$ cat src/design/srd_consts.svh
`ifndef SRD_CONSTS_SVH
`define SRD_CONSTS_SVH

// ----------------------------------------
// register bus offsets
// ----------------------------------------
`define SRD_OFF_STATUS 4'h0
`define SRD_OFF_MODE 4'h1
`define SRD_OFF_PC 4'h2
`define SRD_OFF_RESULT 4'h3
`define SRD_OFF_ACC0 4'h4
`define SRD_OFF_ACC1 4'h5
`define SRD_OFF_ACC2 4'h6
`define SRD_OFF_ACC3 4'h7
`define SRD_OFF_MDR 4'h8
`define SRD_OFF_MAR 4'h9

// ----------------------------------------
// status byte field positions
// ----------------------------------------
`define SRD_FLAG_LINK 7
`define SRD_FLAG_OVF 6
`define SRD_FLAG_CARRY 5

// ----------------------------------------
// reset values
// ----------------------------------------
`define SRD_RST_BYTE 8'h00
`define SRD_RST_PC 8'hFE
`define SRD_RST_RING 8'h01

// ----------------------------------------
// timing counts
// ----------------------------------------
`define SRD_T4_EXTRA 2'h3

`endif

$ cat src/design/srd_pkg.sv
package srd_pkg;
	// alu function field, phase five low bits
	typedef enum logic [1:0] {
		SRD_ALU_AND,
		SRD_ALU_XOR,
		SRD_ALU_OR,
		SRD_ALU_ADD
	} srd_alu_fn_t;

	// shift/extend function field, phase five high bits
	typedef enum logic [1:0] {
		SRD_SH_NONE,
		SRD_SH_EXTEND,
		SRD_SH_LEFT,
		SRD_SH_RIGHT
	} srd_shift_fn_t;
endpackage

$ cat src/design/srd_stack.sv
`timescale 1ns/100ps
// push-down stack of one slice, flip-flop storage
module srd_stack #(
	parameter int WIDTH = 4,
	parameter int DEPTH = 16
) (
	// clock and reset
	input wire logic i_ref_clk,
	input wire logic i_rst_n,
	// stack control
	input wire logic i_push,
	input wire logic i_pop,
	input wire logic [WIDTH-1:0] i_din,
	// top entry
	output logic [WIDTH-1:0] o_top
);
	logic [WIDTH-1:0] mem_q [DEPTH];

	// -----------------------------------
	// entry shifting
	// -----------------------------------
	// pop then push in one edge just replaces the top
	always_ff @(posedge i_ref_clk or negedge i_rst_n) begin
		if (!i_rst_n) begin
			for (int i = 0; i < DEPTH; i++) begin
				mem_q[i] <= '0;
			end
		end else if (i_push && i_pop) begin
			mem_q[0] <= i_din;
		end else if (i_push) begin
			// every entry down one level, bottom lost
			for (int i = DEPTH - 1; i > 0; i--) begin // RULE_01
				mem_q[i] <= mem_q[i-1];
			end
			mem_q[0] <= i_din;
		end else if (i_pop) begin
			// every entry up one level, zero into bottom
			for (int i = 0; i < DEPTH - 1; i++) begin // RULE_02
				mem_q[i] <= mem_q[i+1];
			end
			mem_q[DEPTH-1] <= '0; // RULE_02
		end
	end

	assign o_top = mem_q[0];
endmodule

$ cat src/design/srd_datapath.sv
// Decided for this implementation: strobed register access and the address map.
`timescale 1ns/100ps
`include "srd_consts.svh"

// Summary of operation
// RULE_01 - sixteen-deep stack per slice, push shifts down
// RULE_02 - pop shifts up, zero into bottom
// RULE_03 - status byte: link, overflow, carry, five flags
// RULE_04 - byte counter increments after each fetch
// RULE_05 - skip advances byte counter by two
// RULE_06 - branch loads target into byte counter
// RULE_07 - byte counter is low address half
// RULE_08 - alu does add, and, or, xor
// RULE_09 - complement bit inverts first operand
// RULE_10 - shifter moves at most one bit
// RULE_11 - out via first operand, in via result
// RULE_12 - four control nibbles latched per microcycle; three latched here, phase seven nibble used live
// RULE_13 - eight intervals, fourth stretched on memory
// RULE_14 - eight-stage ring counter, one tap each
// RULE_15 - memory cycle holds ring three clocks
// RULE_16 - strobes at first, third, fifth, seventh
// RULE_17 - phase one selects first operand source
// RULE_18 - phase three selects second operand source
// RULE_19 - phase five: alu and shift fields
// RULE_20 - extension fills upper nibble, zero or sign
// RULE_21 - stack top and flag nibbles as byte
// RULE_22 - result goes to register, stack, output
// RULE_23 - alu codes: and, xor, or, add
// RULE_24 - shift codes: none, extend, left, right
// RULE_25 - phase seven writes register or pushes
// RULE_26 - line three picks alu or input data
// RULE_27 - register field mapping fixed here
module srd_datapath (
	// clock and reset
	input wire logic i_ref_clk,
	input wire logic i_rst_n,
	// control bus from sequencer
	input wire logic [3:0] i_ctrl_nibble,
	input wire logic i_mem_cycle,
	input wire logic i_byte_fetched,
	input wire logic i_skip,
	// external data and page
	input wire logic [7:0] i_ext_data,
	input wire logic [7:0] i_page,
	// register port
	input wire logic [3:0] i_reg_addr,
	input wire logic [7:0] i_reg_wdata,
	input wire logic i_reg_wr,
	input wire logic i_reg_rd,
	output logic [7:0] o_reg_rdata,
	// timing outputs
	output logic [7:0] o_ring,
	output logic o_phase_strobe_first,
	output logic o_phase_strobe_third,
	output logic o_phase_strobe_fifth,
	output logic o_phase_strobe_seventh,
	// data and address outputs
	output logic [7:0] o_data_out,
	output logic [7:0] o_rbus_out,
	output logic [15:0] o_mem_addr,
	output logic [7:0] o_status
);
	// ----------------------------------------
	// declarations
	// ----------------------------------------
	logic [7:0] ring_q; // one-hot interval taps
	logic [7:0] ring_d; // next taps
	logic [1:0] hold_q; // stretch counter at fourth interval
	logic mem_q; // memory cycle seen at first interval
	logic [3:0] ph1_q; // phase one nibble
	logic [3:0] ph3_q; // phase three nibble
	logic [3:0] ph5_q; // phase five nibble
	logic [7:0] acc0_q; // accumulator_zero
	logic [7:0] acc1_q; // accumulator_one
	logic [7:0] acc2_q; // accumulator_two
	logic [7:0] acc3_q; // accumulator_three
	logic [7:0] pc_q; // byte_program_counter
	logic [7:0] mdr_q; // memory_data_reg
	logic [7:0] mar_q; // memory_address_reg
	logic [7:0] status_q; // status_flag_byte
	logic flag_view_q; // mode: stack and flags as one byte
	logic [7:0] result_q; // last result bus value
	logic [7:0] stack_top; // top of both slices
	logic [7:0] a_bus; // first operand bus
	logic [7:0] b_bus; // second operand bus
	logic [7:0] a_alu; // operand after complementer
	logic [8:0] sum; // adder with carry out
	logic [7:0] alu_out; // alu result
	logic [7:0] shift_out; // shifter result
	logic [7:0] r_bus; // result bus
	logic shift_spill; // bit shifted out
	logic add_ovf; // signed overflow of add
	logic exec_t7; // seventh-interval execution edge
	logic do_push; // stack push this edge
	logic do_pop; // stack pop this edge
	logic [2:0] dest; // phase seven destination
	srd_pkg::srd_alu_fn_t alu_fn; // decoded alu field
	srd_pkg::srd_shift_fn_t sh_fn; // decoded shift field

	// ----------------------------------------
	// helper functions
	// ----------------------------------------
	// register field to register value, zero for field zero
	function automatic logic [7:0] reg_pick(input logic [2:0] field,
		input logic [7:0] a0, input logic [7:0] a1, input logic [7:0] a2,
		input logic [7:0] a3, input logic [7:0] pc, input logic [7:0] md,
		input logic [7:0] ma);
		logic [7:0] val;
		val = 8'h00;
		case (field) // RULE_27
			3'h1: val = a0;
			3'h2: val = a1;
			3'h3: val = a2;
			3'h4: val = a3;
			3'h5: val = pc;
			3'h6: val = md;
			3'h7: val = ma;
			default: val = 8'h00;
		endcase
		return val;
	endfunction

	// ----------------------------------------
	// ring counter and interval stretch
	// ----------------------------------------
	// next ring value, held at fourth tap while stretching
	always_comb begin
		ring_d = {ring_q[6:0], ring_q[7]}; // RULE_14
		if (ring_q[3] && mem_q && hold_q != `SRD_T4_EXTRA) begin
			ring_d = ring_q; // RULE_15
		end
	end

	// ring register, one step per clock except while held at fourth tap
	always_ff @(posedge i_ref_clk or negedge i_rst_n) begin
		if (!i_rst_n) begin
			ring_q <= `SRD_RST_RING;
		end else begin
			ring_q <= ring_d; // RULE_13
		end
	end

	// stretch counter counts extra clocks at fourth tap
	always_ff @(posedge i_ref_clk or negedge i_rst_n) begin
		if (!i_rst_n) begin
			hold_q <= 2'h0;
		end else if (ring_q[3] && mem_q && hold_q != `SRD_T4_EXTRA) begin
			hold_q <= hold_q + 2'h1; // RULE_15
		end else begin
			hold_q <= 2'h0;
		end
	end

	// memory request taken at first interval for the whole microcycle
	always_ff @(posedge i_ref_clk or negedge i_rst_n) begin
		if (!i_rst_n) begin
			mem_q <= 1'b0;
		end else if (ring_q[0]) begin
			mem_q <= i_mem_cycle; // RULE_13
		end
	end

	// phase strobes follow odd taps, registered with the ring
	always_ff @(posedge i_ref_clk or negedge i_rst_n) begin
		if (!i_rst_n) begin
			o_phase_strobe_first <= 1'b1;
			o_phase_strobe_third <= 1'b0;
			o_phase_strobe_fifth <= 1'b0;
			o_phase_strobe_seventh <= 1'b0;
		end else begin
			o_phase_strobe_first <= ring_d[0]; // RULE_16
			o_phase_strobe_third <= ring_d[2]; // RULE_16
			o_phase_strobe_fifth <= ring_d[4]; // RULE_16
			o_phase_strobe_seventh <= ring_d[6]; // RULE_16
		end
	end

	assign o_ring = ring_q;

	// ----------------------------------------
	// control nibble latches
	// ----------------------------------------
	// each nibble taken on its own phase interval
	always_ff @(posedge i_ref_clk or negedge i_rst_n) begin
		if (!i_rst_n) begin
			ph1_q <= 4'h0;
			ph3_q <= 4'h0;
			ph5_q <= 4'h0;
		end else begin
			if (ring_q[0]) begin
				ph1_q <= i_ctrl_nibble; // RULE_12
			end
			if (ring_q[2]) begin
				ph3_q <= i_ctrl_nibble; // RULE_12
			end
			if (ring_q[4]) begin
				ph5_q <= i_ctrl_nibble; // RULE_12
			end
		end
	end

	// phase seven nibble is used live at the execution edge
	assign exec_t7 = ring_q[6];
	assign dest = i_ctrl_nibble[2:0];
	assign alu_fn = srd_pkg::srd_alu_fn_t'(ph5_q[1:0]); // RULE_19
	assign sh_fn = srd_pkg::srd_shift_fn_t'(ph5_q[3:2]); // RULE_19

	// ----------------------------------------
	// operand buses
	// ----------------------------------------
	// first operand: register, stack top, flag view or zero
	always_comb begin
		a_bus = reg_pick(ph1_q[2:0], acc0_q, acc1_q, acc2_q, acc3_q,
			pc_q, mdr_q, mar_q); // RULE_17
		if (ph1_q[2:0] == 3'h0) begin
			if (!ph1_q[3]) begin
				a_bus = 8'h00; // RULE_17
			end else if (flag_view_q) begin
				a_bus = {status_q[7:4], stack_top[3:0]}; // RULE_21
			end else begin
				a_bus = stack_top; // RULE_17
			end
		end
	end

	// second operand: register or zero
	assign b_bus = reg_pick(ph3_q[2:0], acc0_q, acc1_q, acc2_q, acc3_q,
		pc_q, mdr_q, mar_q); // RULE_18

	// complementer in front of the alu
	assign a_alu = ph3_q[3] ? ~a_bus : a_bus; // RULE_09

	// ----------------------------------------
	// alu, shifter and result bus
	// ----------------------------------------
	assign sum = {1'b0, a_alu} + {1'b0, b_bus}; // RULE_08
	assign add_ovf = (a_alu[7] == b_bus[7]) && (sum[7] != a_alu[7]);

	// alu function decode, never suppressed by shift no-op
	always_comb begin
		case (alu_fn) // RULE_23
			srd_pkg::SRD_ALU_AND: alu_out = a_alu & b_bus;
			srd_pkg::SRD_ALU_XOR: alu_out = a_alu ^ b_bus;
			srd_pkg::SRD_ALU_OR: alu_out = a_alu | b_bus;
			srd_pkg::SRD_ALU_ADD: alu_out = sum[7:0];
			default: alu_out = 8'h00;
		endcase
	end

	// shifter: one position at most, spilled bit goes to link
	always_comb begin
		shift_out = alu_out;
		shift_spill = status_q[`SRD_FLAG_LINK];
		case (sh_fn) // RULE_24
			srd_pkg::SRD_SH_NONE: shift_out = alu_out;
			srd_pkg::SRD_SH_EXTEND: begin
				// fill upper nibble with bit three when live line three is set, else with zero
				shift_out = {{4{i_ctrl_nibble[3] & alu_out[3]}}, alu_out[3:0]}; // RULE_20
			end
			srd_pkg::SRD_SH_LEFT: begin
				shift_out = {alu_out[6:0], 1'b0}; // RULE_10
				shift_spill = alu_out[7];
			end
			srd_pkg::SRD_SH_RIGHT: begin
				shift_out = {1'b0, alu_out[7:1]}; // RULE_10
				shift_spill = alu_out[0];
			end
			default: shift_out = alu_out;
		endcase
	end

	// result source: alu path or external input data
	always_comb begin
		r_bus = shift_out;
		if (sh_fn != srd_pkg::SRD_SH_EXTEND && i_ctrl_nibble[3]) begin
			r_bus = i_ext_data; // RULE_26 RULE_11
		end
	end

	// ----------------------------------------
	// stack slices
	// ----------------------------------------
	assign do_pop = exec_t7 && ph1_q[2:0] == 3'h0 && ph1_q[3];
	assign do_push = exec_t7 && dest == 3'h0 && ph1_q[3]; // RULE_25 RULE_22

	// low slice
	srd_stack #(
		.WIDTH(4),
		.DEPTH(16)
	) u_stack_lo (
		.i_ref_clk(i_ref_clk),
		.i_rst_n(i_rst_n),
		.i_push(do_push),
		.i_pop(do_pop),
		.i_din(r_bus[3:0]),
		.o_top(stack_top[3:0])
	);

	// high slice
	srd_stack #(
		.WIDTH(4),
		.DEPTH(16)
	) u_stack_hi (
		.i_ref_clk(i_ref_clk),
		.i_rst_n(i_rst_n),
		.i_push(do_push),
		.i_pop(do_pop),
		.i_din(r_bus[7:4]),
		.o_top(stack_top[7:4])
	);

	// ----------------------------------------
	// working registers
	// ----------------------------------------
	// accumulators and memory registers loaded from result bus
	always_ff @(posedge i_ref_clk or negedge i_rst_n) begin
		if (!i_rst_n) begin
			acc0_q <= `SRD_RST_BYTE;
			acc1_q <= `SRD_RST_BYTE;
			acc2_q <= `SRD_RST_BYTE;
			acc3_q <= `SRD_RST_BYTE;
			mdr_q <= `SRD_RST_BYTE;
			mar_q <= `SRD_RST_BYTE;
		end else if (exec_t7) begin
			case (dest) // RULE_25 RULE_22 RULE_27
				3'h1: acc0_q <= r_bus;
				3'h2: acc1_q <= r_bus;
				3'h3: acc2_q <= r_bus;
				3'h4: acc3_q <= r_bus;
				3'h6: mdr_q <= r_bus;
				3'h7: mar_q <= r_bus;
				default: ;
			endcase
		end
	end

	// byte counter: branch load beats skip beats fetch increment
	always_ff @(posedge i_ref_clk or negedge i_rst_n) begin
		if (!i_rst_n) begin
			pc_q <= `SRD_RST_PC;
		end else if (exec_t7 && dest == 3'h5) begin
			pc_q <= r_bus; // RULE_06
		end else if (i_skip) begin
			pc_q <= pc_q + 8'h02; // RULE_05
		end else if (i_byte_fetched) begin
			pc_q <= pc_q + 8'h01; // RULE_04
		end
	end

	// last result, offered back out at second interval
	always_ff @(posedge i_ref_clk or negedge i_rst_n) begin
		if (!i_rst_n) begin
			result_q <= `SRD_RST_BYTE;
		end else if (exec_t7) begin
			result_q <= r_bus; // RULE_22
		end
	end

	// ----------------------------------------
	// status flags
	// ----------------------------------------
	// software write first, hardware update at execution wins
	always_ff @(posedge i_ref_clk or negedge i_rst_n) begin
		if (!i_rst_n) begin
			status_q <= `SRD_RST_BYTE;
		end else begin
			if (i_reg_wr && i_reg_addr == `SRD_OFF_STATUS) begin
				status_q <= i_reg_wdata; // RULE_03
			end
			if (exec_t7 && alu_fn == srd_pkg::SRD_ALU_ADD) begin
				status_q[`SRD_FLAG_CARRY] <= sum[8]; // RULE_03
				status_q[`SRD_FLAG_OVF] <= add_ovf; // RULE_03
			end
			if (exec_t7 && (sh_fn == srd_pkg::SRD_SH_LEFT ||
				sh_fn == srd_pkg::SRD_SH_RIGHT)) begin
				status_q[`SRD_FLAG_LINK] <= shift_spill; // RULE_03
			end
		end
	end

	// mode register
	always_ff @(posedge i_ref_clk or negedge i_rst_n) begin
		if (!i_rst_n) begin
			flag_view_q <= 1'b0;
		end else if (i_reg_wr && i_reg_addr == `SRD_OFF_MODE) begin
			flag_view_q <= i_reg_wdata[0];
		end
	end

	// ----------------------------------------
	// external outputs
	// ----------------------------------------
	// data out only from first operand bus at fourth interval
	always_ff @(posedge i_ref_clk or negedge i_rst_n) begin
		if (!i_rst_n) begin
			o_data_out <= `SRD_RST_BYTE;
		end else if (ring_q[3] && hold_q == 2'h0) begin
			o_data_out <= a_bus; // RULE_11
		end
	end

	// previous result out at second interval
	always_ff @(posedge i_ref_clk or negedge i_rst_n) begin
		if (!i_rst_n) begin
			o_rbus_out <= `SRD_RST_BYTE;
		end else if (ring_q[1]) begin
			o_rbus_out <= result_q;
		end
	end

	// full address: page high, byte counter low; flag mirror
	always_ff @(posedge i_ref_clk or negedge i_rst_n) begin
		if (!i_rst_n) begin
			o_mem_addr <= 16'h0000;
			o_status <= `SRD_RST_BYTE;
		end else begin
			o_mem_addr <= {i_page, pc_q}; // RULE_07
			o_status <= status_q;
		end
	end

	// ----------------------------------------
	// register read port
	// ----------------------------------------
	// read data one cycle after strobe, zero when unmapped
	always_ff @(posedge i_ref_clk or negedge i_rst_n) begin
		if (!i_rst_n) begin
			o_reg_rdata <= 8'h00;
		end else if (i_reg_rd) begin
			case (i_reg_addr)
				`SRD_OFF_STATUS: o_reg_rdata <= status_q;
				`SRD_OFF_MODE: o_reg_rdata <= {7'h00, flag_view_q};
				`SRD_OFF_PC: o_reg_rdata <= pc_q;
				`SRD_OFF_RESULT: o_reg_rdata <= result_q;
				`SRD_OFF_ACC0: o_reg_rdata <= acc0_q;
				`SRD_OFF_ACC1: o_reg_rdata <= acc1_q;
				`SRD_OFF_ACC2: o_reg_rdata <= acc2_q;
				`SRD_OFF_ACC3: o_reg_rdata <= acc3_q;
				`SRD_OFF_MDR: o_reg_rdata <= mdr_q;
				`SRD_OFF_MAR: o_reg_rdata <= mar_q;
				default: o_reg_rdata <= 8'h00;
			endcase
		end else begin
			o_reg_rdata <= 8'h00;
		end
	end
endmodule

$ cat config.mk
export PLATFORM = sky130hd
export DESIGN_NAME = srd_datapath
export DESIGN_NICKNAME = d
export VERILOG_FILES = /design/src/design/srd_pkg.sv /design/src/design/srd_stack.sv /design/src/design/srd_datapath.sv
export VERILOG_INCLUDE_DIRS = /design/src /design/src/design
export SDC_FILE = /design/constraint.sdc
export NUM_CORES = 1
export LEC_CHECK = 0
export BUFFER_PORTS_ARGS = -buffer_cell sky130_fd_sc_hd__buf_2
export CAP_MARGIN = 20
export CORE_MARGIN = 2
export CORE_UTILIZATION = 60
export DETAILED_ROUTE_END_ITERATION = 16
export PLACE_DENSITY_LB_ADDON = 0.3
export SYNTH_ARGS = -nofsm -noshare
export SYNTH_HDL_FRONTEND = slang
export SYNTH_HIERARCHICAL = 1
export SYNTH_SLANG_ARGS = --single-unit
$ cat constraint.sdc
create_clock -name i_ref_clk -period 10.35 [get_ports i_ref_clk]
set_input_delay 0 -clock i_ref_clk [delete_from_list [all_inputs] [get_ports i_ref_clk]]
set_output_delay 0 -clock i_ref_clk [all_outputs]
set_load 0.02 [all_outputs]
# After elaboration in Yosys (flattened, before gate mapping)
# Index checks and enable logic that the tools add are counted.
dict set report op_classes {
  addsub 4
  mul 0
  n_div 0
  magnitude_cmp 0
  n_eq_ne 41
  shifts 0
  muxes 26
  n_bitwise 6
  reduce_logical 35
}
# operator count
set op_table {}
lappend op_table {{64-bit two-way mux} 4}
lappend op_table {{8-bit case mux with 7 select lines} 2}
lappend op_table {{8-bit two-way mux} 10}
lappend op_table {{8-bit case mux with 10 select lines} 1}
lappend op_table {{8-bit case mux with 4 select lines} 2}
lappend op_table {{3-bit equality test, second input constant} 12}
lappend op_table {{3-bit by 2-bit equality test with 1-bit output, second input constant} 6}
lappend op_table {{4-bit by 3-bit equality test with 1-bit output, second input constant} 4}
lappend op_table {{2-bit AND reduction} 8}
lappend op_table {{1-bit logical AND} 15}
lappend op_table {{8-bit by 8-bit adder with 9-bit output} 1}
lappend op_table {{3-bit by 1-bit equality test with 1-bit output, second input constant} 3}
lappend op_table {{8-bit by 1-bit adder with 8-bit output, second input constant} 1}
lappend op_table {{8-bit by 2-bit adder with 8-bit output, second input constant} 1}
lappend op_table {{8-bit bitwise AND} 1}
lappend op_table {{2-bit equality test, second input constant} 4}
lappend op_table {{4-bit by 2-bit equality test with 1-bit output, second input constant} 2}
lappend op_table {{4-bit equality test, second input constant} 2}
lappend op_table {{4-bit two-way mux} 2}
lappend op_table {{8-bit inverter} 1}
lappend op_table {{8-bit bitwise OR} 1}
lappend op_table {{8-bit bitwise XOR} 1}
lappend op_table {{7-bit two-way mux} 1}
lappend op_table {{2-bit zero test} 3}
lappend op_table {{18 further kinds} 24}
dict set report word_totals {
  register_bits 276
  latch_bits 0
  ramBits 0
  rom_bits 0
  memories 0
}

# Depth between registers and ports, before layout
dict set report depth {
  word_depth 12
  mapped_depth 17
  depth_no_buf 16
}

# Hierarchy
# Netlist, hierarchy kept.
# module instances cells_per_inst area_each_um2 seq_area_each_um2
set by_module_without_submodules {}
lappend by_module_without_submodules {srd_datapath 1 851 8510.7 3613.5}
lappend by_module_without_submodules {srd_stack 2 287 3029.2 1601.5}

# Least setup slack after synthesis
# No wires, ideal clock.
dict set report synth_path {
  path_type {register to register}
  from {register ph1_q[1]}
  to {register u_stack_lo.mem_q, in the netlist u_stack_lo/o_top[2]}
  setup_time_ns 0.123
  arrival_ns 3.542
  required_ns 10.227
  setup_slack_ns 6.686
  path_stages_with_launch 17
  n_path_buf 1
  cell_sequence {dfrtp_1 buf_4 mux2_2 a221oi_1 o32ai_1 xor2_1 ha_1 inv_1 fa_1 inv_1 mux4_2 nor2_1 a211oi_2 o221ai_2 inv_1 mux2i_1 o21ai_1}
}
dict set report synth_via {
  elab_chain_cells 11
  word_cells_on_any_way 25
}
# item line_no
set synth_rtl {}
lappend synth_rtl {{from (decl)} srd_datapath.sv:70} ;# logic [3:0] ph1_q;
lappend synth_rtl {{from (signal assigned)} srd_datapath.sv:191} ;# ph1_q <= i_ctrl_nibble;
lappend synth_rtl {{3-bit equality test, or another cell as far along} srd_datapath.sv:110} ;# case (field)
lappend synth_rtl {{8-bit case mux with 7 select lines} srd_datapath.sv:110}
lappend synth_rtl {{8-bit two-way mux (*)} srd_datapath.sv:215} ;# if (ph1_q[2:0] == 3'h0) begin
lappend synth_rtl {{8-bit inverter} srd_datapath.sv:231} ;# assign a_alu = ph3_q[3] ? ~a_bus : a_bus;
lappend synth_rtl {{8-bit two-way mux (*)} srd_datapath.sv:231}
lappend synth_rtl {{8-bit by 8-bit adder with 9-bit output, or another cell as far along} srd_datapath.sv:236} ;# assign sum = {1'b0, a_alu} + {1'b0, b_bus};
lappend synth_rtl {{8-bit case mux with 4 select lines (*)} srd_datapath.sv:241} ;# case (alu_fn)
lappend synth_rtl {{8-bit case mux with 4 select lines (*)} srd_datapath.sv:254} ;# case (sh_fn)
lappend synth_rtl {{8-bit two-way mux (*)} srd_datapath.sv:275} ;# if (sh_fn != srd_pkg::SRD_SH_EXTEND && i_ctrl_nibble[3]) begin
lappend synth_rtl {{net r_bus[2]} srd_datapath.sv:90} ;# logic [7:0] r_bus;
lappend synth_rtl {{64-bit two-way mux} srd_stack.sv:30} ;# end else if (i_push) begin
lappend synth_rtl {{4-bit two-way mux (*)} srd_stack.sv:28} ;# end else if (i_push && i_pop) begin
lappend synth_rtl {{to (signal, indexed assignment)} srd_stack.sv:33} ;# mem_q[i] <= mem_q[i-1];
lappend synth_rtl {{to (signal, indexed assignment)} srd_stack.sv:39} ;# mem_q[i] <= mem_q[i+1];
lappend synth_rtl {{to (decl)} srd_stack.sv:17} ;# logic [WIDTH-1:0] mem_q [DEPTH];
# The timed path passes the listed nets; every way through them passes the cells marked *.
# A chain may end at the register's enable or synchronous reset.

# Worst setup path after layout
dict set report layout_path {
  from {register ph1_q[2]}
  to {register u_stack_lo.mem_q, in the netlist u_stack_lo/o_top[2]}
}
# Same word-level chain as after synthesis.

==> flow_metrics.py <==
metrics = {
    "job": {
        "cap_viol_max_count": 0,
    },
    "layout": {
        "area_growth_pct": 11.4,
        "antennaDiodeCount": 0,
        "fillCellCount": 1893,
        "final_core_util_pct": 67.3,
        "fin_nets": 1548,
        "multi_input_area_um2": 6930,
        "largestRegisters": "u_stack_hi/mem_q x60, u_stack_lo/mem_q x60, o_mem_addr x16",
        "drive_gt1_share_pct": 17.1,
        "fin_cells": 1828,
        "seqCellArea_um2": 6820,
    },
    "routing": {
        "drc": 0,
        "first_iter_violations": 1068,
        "dr.pass1.iters": 6,
        "via_count": 11100,
        "routedWlPerCell_um": 19.0,
        "vias_per_cell": 6.09,
        "drt-total-wl_um": 34700,
        "ant_nets": 0,
    },
    "setup_path": {
        "cp.arrival_ps": 5070,
        "slowest_stage": "dfrtp_1",
        "critPathKind": "register to register",
        "end_kind": "register",
        "r2r_setup_slack_ps": 5730,
        "cp_cell_sequence": "clkinv_1, and3_1, a21oi_1, o32ai_1, xor2_1, ha_1, inv_1, fa_1, nand2b_1, xnor2_1, a21oi_1, o21ai_0, o221ai_2, inv_1, mux2i_1, o21ai_1",
        "critPathLaunchType": "register",
        "worstPathRequired_ps": 10800,
        "slowest_delay_ps": 780,
        "crit_fanout": 18,
    },
    "global_routing": {
        "met3_usage_pct": 3.51,
        "grt_pass1_vias": 10600,
        "met1_usage_pct": 37.0,
        "gr-usage-met2_pct": 44.3,
        "grt_max_degree": 174,
        "grt_pass1_wl_um": 57000,
        "overflow": 0,
        "antenna_found_initial": 0,
        "grt.total_usage_pct": 27.3,
        "busiest_layer": "met2",
    },
    "sta": {
        "fin_crit_sh_pct": 44.6,
        "rsz0062_at_grt": "no",
        "finalHoldViolCount": 0,
        "setup_tns_ps": 0,
        "holdWs_ps": 26.9,
        "slew_viol_final": 0,
        "finClkSkew_ps": 12.7,
        "setup_viol": 0,
        "period_minus_slack_ps": 4620,
        "worst_slew_margin_rel_pct": 30.6,
        "fmax_mhz": 217,
        "worst_slack_ps": 5730,
        "worstMarginPinSlew_ps": 1040,
    },
    "yosys": {
        "yosysMostFrequentCell": "dfrtp_1",
        "synth_top_area_share_pct": 45.3,
        "async_reset_ff_share_pct": 100,
        "syn_avg_cell_area_um2": 10.2,
        "synthesis.area_um2": 14600,
        "ys_types": 82,
        "synth_ff_type": "dfrtp_1",
        "yosysWarningCount": 6,
        "synth_area_leaders": "dfrtp_1 45%, mux2i_1 9.4%, a21oi_1 4.8%, nor2_1 4.3%, mux2_2 3.9%",
        "synth_fp_nets": 1489,
        "synthCells": 1425,
        "netlist_top_cells_count": "264 x dfrtp_1, 166 x nor2_1, 139 x a21oi_1",
        "seq_area_frac_synth_pct": 46.8,
        "synth_edf_count": 0,
        "synth_top_cell_by_area": "dfrtp_1",
        "ys_ff_latch": 272,
    },
    "place": {
        "gp_congestion": 0.943,
        "dpl.cell_count": 1747,
        "dp_slack_ps": 5910,
        "hpwl_um": 22700,
        "numPortBuffers": 98,
    },
    "clock_network": {
        "cts_tree": "built",
        "cts_setup_buffers": 0,
        "cts_buffer_depth": 3,
        "htree_levels": 1,
        "clkLatencyLatePin_ps": 560,
        "clk_pin_slew_ps": 70,
        "cts_buffers": 28,
        "clock_sinks": 272,
        "clockRootBuffer": "clkbuf_16",
    },
    "power_and_ir_drop": {
        "peakVddDrop_mv": 0.107,
        "leakagePower_nw": 7.00,
        "power.density_nw_per_um2": 155,
    },
    "die": {
        "die_h_um": 160,
        "die-area_um2": 25500,
        "rows": 57,
        "ios": 99,
        "start_util_pct": 60.4,
        "die_width_um": 160,
        "coreArea_um2": 24100,
    },
    "status": {
        "status": "finished, final reports clean",
    },
    "worst_hold_path": {
        "hold_path.class": "primary input to register",
    },
}
[kinds of logic (layout without fill, tap and decap cells)]
family                   Yosys count  in the layout  share of synthesized area (%)
AND/OR/NAND/NOR                  381            381                           11.8
buffers and inverters            154            233                           5.85
AO/OA/AOI/OAI                    366            366                           16.2
XOR/XNOR                          24             24                           1.62
flip-flops                       272            272                           46.8
adder cells (fa/ha/maj)           25             25                           2.20
multiplexers                     203            203                           15.6
[final timing paths]
check                      depth (start not counted)                     from                               to
setup / recovery                                  16     ph1_q[2]$_DFFE_PN0P_  u_stack_lo/o_top[2]$_DFFE_PN0P_
hold / removal                                     5            i_ext_data[7]              pc_q[7]$_DFFE_PN1P_
setup reg to reg                                  16     ph1_q[2]$_DFFE_PN0P_  u_stack_lo/o_top[2]$_DFFE_PN0P_
hold reg to reg                                    0  status_q[1]$_DFFE_PN0P_            o_status[1]$_DFF_PN0_
max in group asynchronous                          3                  i_rst_n         o_mem_addr[12]$_DFF_PN0_
min in group asynchronous                          2                  i_rst_n          status_q[2]$_DFFE_PN0P_
[where the power goes]
part           internal (mW)  switching, mW  total, mW
logic                  0.100          0.136      0.236
registers               1.12         0.0599       1.18
clock network          0.667          0.431       1.10
total                   1.89          0.627       2.52
[worst max-delay path, delay by kind of cell, from the launching register on]
kind	cells	cell delay [ps]
muxes	1	170
DFF	1	780
AOI/OAI and AO/OA	6	1420
adders and majority gates	2	660
xor gates and xnor gates	2	370
and+or+nand+nor	2	460
buffers and inverters	3	640
[layer usage]
metal	part of all wire [%]	wire (um)
met1	41	14200
met2	47	16400
met3	6.7	2340
met4	5.1	1780
met5	0	0
[placed cells by master (no fill, tap or decap), drive strengths merged, types with 10 or more instances in the layout]
master,count
dlygate4sd3,30
mux2i,137
dfrtp,264
nand3b,11
nand2,115
mux4,14
mux2,52
a31oi,10
xor2,12
a211oi,10
buf,105
o31ai,12
a21oi,142
nand3,28
xnor2,12
nand2b,13
nor2b,16
nor2,166
ha,24
inv,47
a22oi,21
clkbuf,40
o21ai,97
[cell type report]
cell class,instances,share of cell area (%)
Timing Repair Buffer,135,5.46
Clock inverter,10,1.26
Clock buffer,40,4.96
Sequential cell,272,42.0
Multi-Input combinational cell,999,42.7
Inverter,48,1.11
Tap cell,324,2.50
[stage by stage]
| step | power, mW | area [um^2] |
|---|---|---|
| 3_3_place_gp | 1.42 | 14900 |
| 2_1_floorplan | 1.32 | 14600 |
| 6_report | 2.52 | 16200 |
| 4_1_cts | 2.53 | 16200 |
| 5_1_grt | 2.61 | 16200 |
| 3_5_place_dp | 1.42 | 14900 |
[what timing repair did]
action	in CTS	in global routing
gates resized for setup	0	0
endpoints found under the hold margin	151	0
hold buffers	30	0
Power figures use the tool's default switching activity.
